<file path="config.mk">
export PLATFORM = sky130hd
export DESIGN_NAME = hmd_decode
export DESIGN_NICKNAME = d
export VERILOG_FILES = /design/src/hmd_apb_regs.v /design/src/hmd_decode.v
export VERILOG_INCLUDE_DIRS = /design/src
export SDC_FILE = /design/constraint.sdc
export NUM_CORES = 1
export LEC_CHECK = 0
export BUFFER_PORTS_ARGS = -buffer_cell sky130_fd_sc_hd__buf_2
export CAP_MARGIN = 10
export CORE_MARGIN = 2
export CORE_UTILIZATION = 40
export DETAILED_ROUTE_END_ITERATION = 8
export PLACE_DENSITY = 0.68
export SYNTH_ARGS = -nofsm -noshare
export SYNTH_HDL_FRONTEND = slang
export SYNTH_HIERARCHICAL = 1
export SYNTH_SLANG_ARGS = --single-unit
</file>
<file path="constraint.sdc">
create_clock -name clk_sys -period 1.55 [get_ports clk_sys]
set_input_delay 0.0775 -clock clk_sys [delete_from_list [all_inputs] [get_ports clk_sys]]
set_output_delay 0.0775 -clock clk_sys [all_outputs]
set_load 0.03 [all_outputs]
</file>
<file path="src/hmd_map.vh">
// Purpose: Shared constants for the hardware mode strap decoder.
// Assumes: Included by the decoder and its register slave.
// Notes: Offsets are byte addresses on a 32-bit APB bus.
`ifndef HMD_MAP_VH
`define HMD_MAP_VH

// ****************************************************************
// Register offsets
// ****************************************************************
`define HMD_OFF_CTRL 12'h000
`define HMD_OFF_CH1 12'h004
`define HMD_OFF_CH2 12'h008
`define HMD_OFF_STAT 12'h00c
`define HMD_OFF_PINS 12'h010

// ****************************************************************
// Control register fields
// ****************************************************************
`define HMD_CTRL_SW_MODE 0
`define HMD_CTRL_JA_LO 1
`define HMD_CTRL_HIZ 3
`define HMD_CTRL_EDGE 4
`define HMD_CTRL_RST 32'h0000_0000

// ****************************************************************
// Channel register fields
// ****************************************************************
`define HMD_CH_PATT_LO 0
`define HMD_CH_GAIN 2
`define HMD_CH_LOOP_LO 3
`define HMD_CH_INBAND 5
`define HMD_CH_RST 32'h0000_0000

// ****************************************************************
// Decoded values
// ****************************************************************
`define HMD_FIFO_DEPTH_BROAD 8'd64
`define HMD_FIFO_DEPTH_NARROW 8'd128
`define HMD_GAIN_LOW_DB 5'd0
`define HMD_GAIN_HIGH_DB 5'd26

`endif

</file>
<file path="src/hmd_apb_regs.v">
// Purpose: APB slave holding the software control settings.
// Assumes: One clock, synchronous active low reset.
// Notes: Zero wait states; unmapped addresses read zero and report pslverr.
`timescale 1ns/1ps
`include "hmd_map.vh"

module hmd_apb_regs (
  input wire clk_sys,
  input wire rstn,
  input wire psel,
  input wire penable,
  input wire pwrite,
  input wire [11:0] paddr,
  input wire [31:0] pwdata,
  input wire [3:0] pstrb,
  input wire [31:0] stat_in,
  input wire [31:0] pins_in,
  output reg [31:0] prdata,
  output wire pready,
  output wire pslverr,
  output wire [31:0] ctrl_out,
  output wire [31:0] ch1_out,
  output wire [31:0] ch2_out
);

  reg [31:0] ctrl_q;
  reg [31:0] ch1_q;
  reg [31:0] ch2_q;
  wire acc;
  wire mapped;

  // Merges write strobes into a stored word.
  function [31:0] hmd_merge;
    input [31:0] old;
    input [31:0] nw;
    input [3:0] strb;
    integer i;
    begin
      hmd_merge = old;
      for (i = 0; i < 4; i = i + 1) begin
        if (strb[i]) begin
          hmd_merge[i*8 +: 8] = nw[i*8 +: 8];
        end
      end
    end
  endfunction

  // ****************************************************************
  // Decode
  // ****************************************************************
  // Always ready, so every access completes in its first access cycle.
  assign acc = psel & penable;
  assign pready = 1'b1;
  assign mapped = (paddr == `HMD_OFF_CTRL) || (paddr == `HMD_OFF_CH1) ||
                  (paddr == `HMD_OFF_CH2) || (paddr == `HMD_OFF_STAT) ||
                  (paddr == `HMD_OFF_PINS);
  assign pslverr = acc & ~mapped;
  assign ctrl_out = ctrl_q;
  assign ch1_out = ch1_q;
  assign ch2_out = ch2_q;

  // Writes land only at the completing access edge.
  always @(posedge clk_sys) begin
    if (!rstn) begin
      ctrl_q <= `HMD_CTRL_RST;
      ch1_q <= `HMD_CH_RST;
      ch2_q <= `HMD_CH_RST;
    end else if (acc && pwrite) begin
      if (paddr == `HMD_OFF_CTRL) begin
        ctrl_q <= hmd_merge(ctrl_q, pwdata, pstrb) & 32'h0000_001f;
      end
      if (paddr == `HMD_OFF_CH1) begin
        ch1_q <= hmd_merge(ch1_q, pwdata, pstrb) & 32'h0000_003f;
      end
      if (paddr == `HMD_OFF_CH2) begin
        ch2_q <= hmd_merge(ch2_q, pwdata, pstrb) & 32'h0000_003f;
      end
    end
  end

  // Read mux is combinational; data is valid during the access cycle.
  always @* begin
    prdata = 32'h0000_0000;
    case (paddr)
      `HMD_OFF_CTRL: prdata = ctrl_q;
      `HMD_OFF_CH1: prdata = ch1_q;
      `HMD_OFF_CH2: prdata = ch2_q;
      `HMD_OFF_STAT: prdata = stat_in;
      `HMD_OFF_PINS: prdata = pins_in;
      default: prdata = 32'h0000_0000;
    endcase
  end

endmodule

</file>
<file path="src/hmd_decode.v">
// Purpose: Turns hardware mode strap pins or software settings into line settings.
// Assumes: Strap pins are asynchronous to clk_sys and pass two flip-flops.
// Notes: Line setting outputs are registered, so a pin change shows three edges later.
//
// Operation
// - A channel's pattern select gives normal for 00, all ones 01, PRBS 10, power down 11.
// - Jitter select 01 puts the attenuator in receive, broad bandwidth, 64-bit FIFO.
// - Jitter select 10 puts the attenuator in receive, narrow bandwidth, 128-bit FIFO.
// - Jitter select 11 puts the attenuator in transmit, narrow bandwidth, 128-bit FIFO.
// - The jitter setting is one global choice shared by both channels.
// - A receiver's monitor gain select gives 0 dB when low and 26 dB when high.
// - A channel's loopback select gives none 00, analog 01, digital 10, remote 11.
// - In-band loopback cannot be chosen from pins, only from software.
// - The driver high-impedance input low enables both drivers, high floats both.
// - The clock edge select 0 makes rising edges active, 1 makes falling active.
//
// Decided for this implementation: the address map and the APB register port.
`timescale 1ns/1ps
`include "hmd_map.vh"

module hmd_decode (
  input wire clk_sys,
  input wire rstn,
  input wire hw_mode_pin,
  input wire [1:0] tx_test_pattern_sel_ch1,
  input wire [1:0] tx_test_pattern_sel_ch2,
  input wire [1:0] jitter_atten_position_sel,
  input wire rx_monitor_gain_sel_ch1,
  input wire rx_monitor_gain_sel_ch2,
  input wire [1:0] loopback_mode_sel_ch1,
  input wire [1:0] loopback_mode_sel_ch2,
  input wire tx_driver_hiz_en,
  input wire rx_clock_edge_sel,
  input wire psel,
  input wire penable,
  input wire pwrite,
  input wire [11:0] paddr,
  input wire [31:0] pwdata,
  input wire [3:0] pstrb,
  output wire [31:0] prdata,
  output wire pready,
  output wire pslverr,
  output reg [3:0] tx_pattern_ch1,
  output reg [3:0] tx_pattern_ch2,
  output reg [4:0] rx_monitor_gain_db_ch1,
  output reg [4:0] rx_monitor_gain_db_ch2,
  output reg [4:0] loopback_ch1,
  output reg [4:0] loopback_ch2,
  output reg jitter_attenuator_en,
  output reg jitter_attenuator_in_tx,
  output reg jitter_attenuator_narrow_bw,
  output reg [7:0] jitter_attenuator_fifo_depth,
  output reg tx_driver_en_ch1,
  output reg tx_driver_en_ch2,
  output reg recovered_rx_clock_falling
);

  // ****************************************************************
  // Encodings
  // ****************************************************************
  // One-hot pattern codes: normal, all ones, PRBS, power down.
  localparam [3:0] PAT_NORMAL = 4'h1;
  localparam [3:0] PAT_ONES = 4'h2;
  localparam [3:0] PAT_PRBS = 4'h4;
  localparam [3:0] PAT_PDOWN = 4'h8;
  // One-hot loopback codes; in-band is reachable only from software.
  localparam [4:0] LB_NONE = 5'h01;
  localparam [4:0] LB_ANALOG = 5'h02;
  localparam [4:0] LB_DIGITAL = 5'h04;
  localparam [4:0] LB_REMOTE = 5'h08;
  localparam [4:0] LB_INBAND = 5'h10;
  localparam PIN_W = 15;

  wire [PIN_W-1:0] pins_raw;
  reg [PIN_W-1:0] pins_meta_q;
  reg [PIN_W-1:0] pins_q;
  wire [31:0] ctrl_w;
  wire [31:0] ch1_w;
  wire [31:0] ch2_w;
  reg hw_mode;
  reg [1:0] patt1;
  reg [1:0] patt2;
  reg gain1;
  reg gain2;
  reg [1:0] lp1;
  reg [1:0] lp2;
  reg inband1;
  reg inband2;
  reg [1:0] ja_sel;
  reg hiz;
  reg edge_sel;
  wire [31:0] stat_w;

  // Pattern decode, shared by both channels.
  function [3:0] hmd_patt;
    input [1:0] sel;
    begin
      case (sel)
        2'b00: hmd_patt = PAT_NORMAL;
        2'b01: hmd_patt = PAT_ONES;
        2'b10: hmd_patt = PAT_PRBS;
        default: hmd_patt = PAT_PDOWN;
      endcase
    end
  endfunction

  // Loopback decode; the in-band request wins only when software allows it.
  function [4:0] hmd_loop;
    input [1:0] sel;
    input inband;
    begin
      if (inband) begin
        hmd_loop = LB_INBAND;
      end else begin
        case (sel)
          2'b00: hmd_loop = LB_NONE;
          2'b01: hmd_loop = LB_ANALOG;
          2'b10: hmd_loop = LB_DIGITAL;
          default: hmd_loop = LB_REMOTE;
        endcase
      end
    end
  endfunction

  // Gain decode from a one-bit select.
  function [4:0] hmd_gain;
    input sel;
    begin
      hmd_gain = sel ? `HMD_GAIN_HIGH_DB : `HMD_GAIN_LOW_DB;
    end
  endfunction

  // ****************************************************************
  // Pin synchronisers
  // ****************************************************************
  assign pins_raw = {hw_mode_pin, rx_clock_edge_sel, tx_driver_hiz_en,
                     jitter_atten_position_sel, loopback_mode_sel_ch2,
                     loopback_mode_sel_ch1, rx_monitor_gain_sel_ch2,
                     rx_monitor_gain_sel_ch1, tx_test_pattern_sel_ch2,
                     tx_test_pattern_sel_ch1};

  // Straps are quasi-static, but a pin can move at any time, so two stages guard metastability.
  always @(posedge clk_sys) begin
    if (!rstn) begin
      pins_meta_q <= {PIN_W{1'b0}};
      pins_q <= {PIN_W{1'b0}};
    end else begin
      pins_meta_q <= pins_raw;
      pins_q <= pins_meta_q;
    end
  end

  // ****************************************************************
  // Register slave
  // ****************************************************************
  assign stat_w = {8'h00, jitter_attenuator_fifo_depth, 3'h0, recovered_rx_clock_falling,
                   tx_driver_en_ch2, tx_driver_en_ch1, jitter_attenuator_narrow_bw,
                   jitter_attenuator_in_tx, jitter_attenuator_en, hw_mode,
                   tx_pattern_ch2[3], tx_pattern_ch1[3], 4'h0};

  hmd_apb_regs u_regs (
    .clk_sys(clk_sys),
    .rstn(rstn),
    .psel(psel),
    .penable(penable),
    .pwrite(pwrite),
    .paddr(paddr),
    .pwdata(pwdata),
    .pstrb(pstrb),
    .stat_in(stat_w),
    .pins_in({{(32-PIN_W){1'b0}}, pins_q}),
    .prdata(prdata),
    .pready(pready),
    .pslverr(pslverr),
    .ctrl_out(ctrl_w),
    .ch1_out(ch1_w),
    .ch2_out(ch2_w)
  );

  // ****************************************************************
  // Source selection
  // ****************************************************************
  // Hardware mode needs the pin high and software not overriding it.
  always @* begin
    hw_mode = pins_q[14] & ~ctrl_w[`HMD_CTRL_SW_MODE];
    if (hw_mode) begin
      patt1 = pins_q[1:0];
      patt2 = pins_q[3:2];
      gain1 = pins_q[4];
      gain2 = pins_q[5];
      lp1 = pins_q[7:6];
      lp2 = pins_q[9:8];
      inband1 = 1'b0;
      inband2 = 1'b0;
      ja_sel = pins_q[11:10];
      hiz = pins_q[12];
      edge_sel = pins_q[13];
    end else begin
      patt1 = ch1_w[`HMD_CH_PATT_LO +: 2];
      patt2 = ch2_w[`HMD_CH_PATT_LO +: 2];
      gain1 = ch1_w[`HMD_CH_GAIN];
      gain2 = ch2_w[`HMD_CH_GAIN];
      lp1 = ch1_w[`HMD_CH_LOOP_LO +: 2];
      lp2 = ch2_w[`HMD_CH_LOOP_LO +: 2];
      inband1 = ch1_w[`HMD_CH_INBAND];
      inband2 = ch2_w[`HMD_CH_INBAND];
      ja_sel = ctrl_w[`HMD_CTRL_JA_LO +: 2];
      hiz = ctrl_w[`HMD_CTRL_HIZ];
      edge_sel = ctrl_w[`HMD_CTRL_EDGE];
    end
  end

  // ****************************************************************
  // Registered settings
  // ****************************************************************
  // Outputs are flopped so the datapaths never see a decode glitch.
  always @(posedge clk_sys) begin
    if (!rstn) begin
      tx_pattern_ch1 <= PAT_NORMAL;
      tx_pattern_ch2 <= PAT_NORMAL;
      rx_monitor_gain_db_ch1 <= `HMD_GAIN_LOW_DB;
      rx_monitor_gain_db_ch2 <= `HMD_GAIN_LOW_DB;
      loopback_ch1 <= LB_NONE;
      loopback_ch2 <= LB_NONE;
      tx_driver_en_ch1 <= 1'b0;
      tx_driver_en_ch2 <= 1'b0;
      recovered_rx_clock_falling <= 1'b0;
    end else begin
      tx_pattern_ch1 <= hmd_patt(patt1);
      tx_pattern_ch2 <= hmd_patt(patt2);
      rx_monitor_gain_db_ch1 <= hmd_gain(gain1);
      rx_monitor_gain_db_ch2 <= hmd_gain(gain2);
      loopback_ch1 <= hmd_loop(lp1, inband1);
      loopback_ch2 <= hmd_loop(lp2, inband2);
      tx_driver_en_ch1 <= ~hiz;
      tx_driver_en_ch2 <= ~hiz;
      recovered_rx_clock_falling <= edge_sel;
    end
  end

  // One global jitter setting drives both channels alike.
  always @(posedge clk_sys) begin
    if (!rstn) begin
      jitter_attenuator_en <= 1'b0;
      jitter_attenuator_in_tx <= 1'b0;
      jitter_attenuator_narrow_bw <= 1'b0;
      jitter_attenuator_fifo_depth <= 8'd0;
    end else begin
      case (ja_sel)
        2'b00: begin
          jitter_attenuator_en <= 1'b0;
          jitter_attenuator_in_tx <= 1'b0;
          jitter_attenuator_narrow_bw <= 1'b0;
          jitter_attenuator_fifo_depth <= 8'd0;
        end
        2'b01: begin
          jitter_attenuator_en <= 1'b1;
          jitter_attenuator_in_tx <= 1'b0;
          jitter_attenuator_narrow_bw <= 1'b0;
          jitter_attenuator_fifo_depth <= `HMD_FIFO_DEPTH_BROAD;
        end
        2'b10: begin
          jitter_attenuator_en <= 1'b1;
          jitter_attenuator_in_tx <= 1'b0;
          jitter_attenuator_narrow_bw <= 1'b1;
          jitter_attenuator_fifo_depth <= `HMD_FIFO_DEPTH_NARROW;
        end
        default: begin
          jitter_attenuator_en <= 1'b1;
          jitter_attenuator_in_tx <= 1'b1;
          jitter_attenuator_narrow_bw <= 1'b1;
          jitter_attenuator_fifo_depth <= `HMD_FIFO_DEPTH_NARROW;
        end
      endcase
    end
  end

endmodule

</file>
==> qor.csv <==
metric,value,unit
status,"complete, no violations",
crit_type,in2out,
share_seq_of_total_power,52.2,%
cts_max_level,3,
gp_congestion,0.888,
worst-path-max-fanout,26,
critPathBufInv,3,
clockPowerShare,39.0,%
worstRegToRegCells,5,
whs_endpoint,u_regs/ctrl_out[2]$_SDFFE_PN0P_,
slowest_stage,nor4_4,
port_buffers,88,
drive_gt1_share,28.5,%
clockBufferDepth,2,
rsz0062_at_grt,yes,
min_from,pwdata[2],
relSlewSlack,55.5,%
start_kind,input pin,
dieHeight,94.5,um
antenna_cells,0,
worstMarginPinSlew,0.668,ns
setup_ws,0.0807,ns
timing.rr.start,u_regs/ctrl_out[0]$_SDFFE_PN0P_,
wl_per_cell,13.6,um
antenna_found_initial,0,
stdcell_count,573,
hold_viol_final,0,
dp_hpwl,5.67,mm
area_delta_synth_final,30.4,%
power.switching,0.000886,W
initial_core_util,41.7,%
vdd.ir_drop.worst,535,uV
pin_count,144,
rrSetupSlack,0.36,ns
swShare,23.8,%
crit_arrival,1.39,ns
endpoint_kind,primary output,
whs,0.0465,ns
totalWireLength,7.78,mm
drc_errors,0,
cp_cell_sequence,buf_2 > nor4_4 > and4_1 > buf_12 > a22o_1 > buf_2,
vias_per_cell,4.84,
cts_buffers,9,
clock-sinks,73,
netlist_instances,328,
finalSetupViolCount,0,
powerDensity,872,mW/mm2
p_leak,2.02,nW
syn_avg_cell_area,9.98,um2
grt_pass1_vias,2471,
cpMostUsedCell,buf_2,
maxCapViolations,0,
ys_warn_count,6,
holdCritPathClass,in2reg,
fp.dieArea,0.00892,mm2
track_usage,17.6,%
fin_worst_skew,0.00548,ns
pwr-share-comb,8.8,%
overflow,0,
r2r_end,tx_pattern_ch2[2]$_SDFF_PN0_,
tns,0,ns
grt_start_max_net_pins,29,
rows,32,
place_ws,0.0620,ns
max_stage_delay,0.35,ns
p_int,0.00284,W
slew_viol_final,0,
fin_nets,534,
antenna_left,0,
dp.cells,540,
cts_tree,done,
critPathRequiredTime,1.47,ns
max_freq,681,MHz
insertion_delay,0.34,ns
drt_iter0_drc,93,
period_needed,1.47,ns
drtPass1Iterations,4,
fillCellCount,733,
cp_top_family,simple AND/OR/NAND/NOR gates,
design.core.area,0.00785,mm2
die_w,94.5,um
clk_pin_slew,0.07,ns
vias,2774,
hold-path-cell-count,3,
grt_pass1_wl,12.0,mm
cts_root_buffer,clkbuf_8,
period_share,94.8,%
netlist_area,0.00327,mm2
-- worst min-delay path, cell delays in order --
cell     delay [ns]
buf_2          0.10
nand2_1        0.09
mux2i_1        0.08
-- per-layer routing --
metal	up-vias	wire length [um]	track usage (%)	part of all wire [%]
li1	1393	-	-	-
met1	1273	3380	22.5	43
met2	101	3800	28.6	49
met3	7	511	3.27	6.6
met4	0	91	8.94	1.2
met5	-	0	0	0
-- cell type report --
cell class / count / area [um2] / area share [%]
Clock inverter: 5 / 55.1 / 1.29
Multi-Input combinational cell: 261 / 1710 / 40.1
Timing Repair Buffer: 120 / 756 / 17.7
Sequential cell: 73 / 1470 / 34.4
Clock buffer: 11 / 141 / 3.31
Inverter: 1 / 8.76 / 0.205
Tap cell: 102 / 128 / 2.99
-- flip-flops by register name, summed over array words and instances, names as in the netlist, 2 cells and up --
name and count:
tx_pattern_ch1 4, u_regs/ch1_out 6, u_regs/ctrl_out 5, u_regs/ch2_out 6
jitter_attenuator_fifo_depth 2, pins_meta_q 15, loopback_ch2 5, pins_q 15
loopback_ch1 5, tx_pattern_ch2 4
-- how the worst max path moves through the flow --
stage                                         start    endpoint  slack (ns)  cells past startpoint
floorplan                                  paddr[4]  prdata[10]        0.15                      7
global placement                           paddr[9]   prdata[6]        0.07                      6
detailed placement                         paddr[9]   prdata[6]        0.06                      6
CTS                 u_regs/ctrl_out[0]$_SDFFE_PN0P_   prdata[6]       0.002                      4
global route                               paddr[9]   prdata[9]       -0.02                      6
finish                                     paddr[9]   prdata[6]        0.08                      6
-- power by group through the flow --
stage	Sequential (W)	Combinational, W	Clock, W
CTS	0.00194	0.000322	0.00149
global placement	0.00199	0.000285	0
finish	0.00194	0.000327	0.00145
global route	0.00195	0.000359	0.00156
floorplan	0.00199	0.000202	0
detailed placement	0.00199	0.000290	0
-- metrics by stage --
step                util (%)  total power [W]  area [um2]
CTS                     54.0          0.00375        4240
global route            54.4          0.00387        4270
global placement        49.4          0.00227        3880
floorplan                  -          0.00219        3450
finish                  54.4          0.00372        4270
detailed placement      49.4          0.00228        3880
-- placed cells by master, fill, tap and decap left out, types with 4 or more instances in the layout --
| master | instances |
|---|---|
| nand4_1 | 4 |
| a22o_1 | 25 |
| clkbuf_8 | 10 |
| and3_1 | 4 |
| nand2_1 | 34 |
| nand3b_1 | 10 |
| dfxtp_1 | 66 |
| dlygate4sd3_1 | 16 |
| conb_1 | 49 |
| a21boi_0 | 12 |
| mux2i_1 | 27 |
| and2_1 | 30 |
| buf_4 | 16 |
| a2bb2oi_1 | 5 |
| nand3_1 | 12 |
| dfxtp_2 | 7 |
| o22ai_1 | 5 |
| buf_2 | 84 |
-- what timing repair did --
item,CTS,global route
hold endpoints to repair,17,0
pin swaps,0,0
endpoints found under the setup margin,2,15
resized for setup,3,13
buffers inserted,0,1
hold buffers,16,0
No activity file was read; power rests on OpenSTA's default activity.
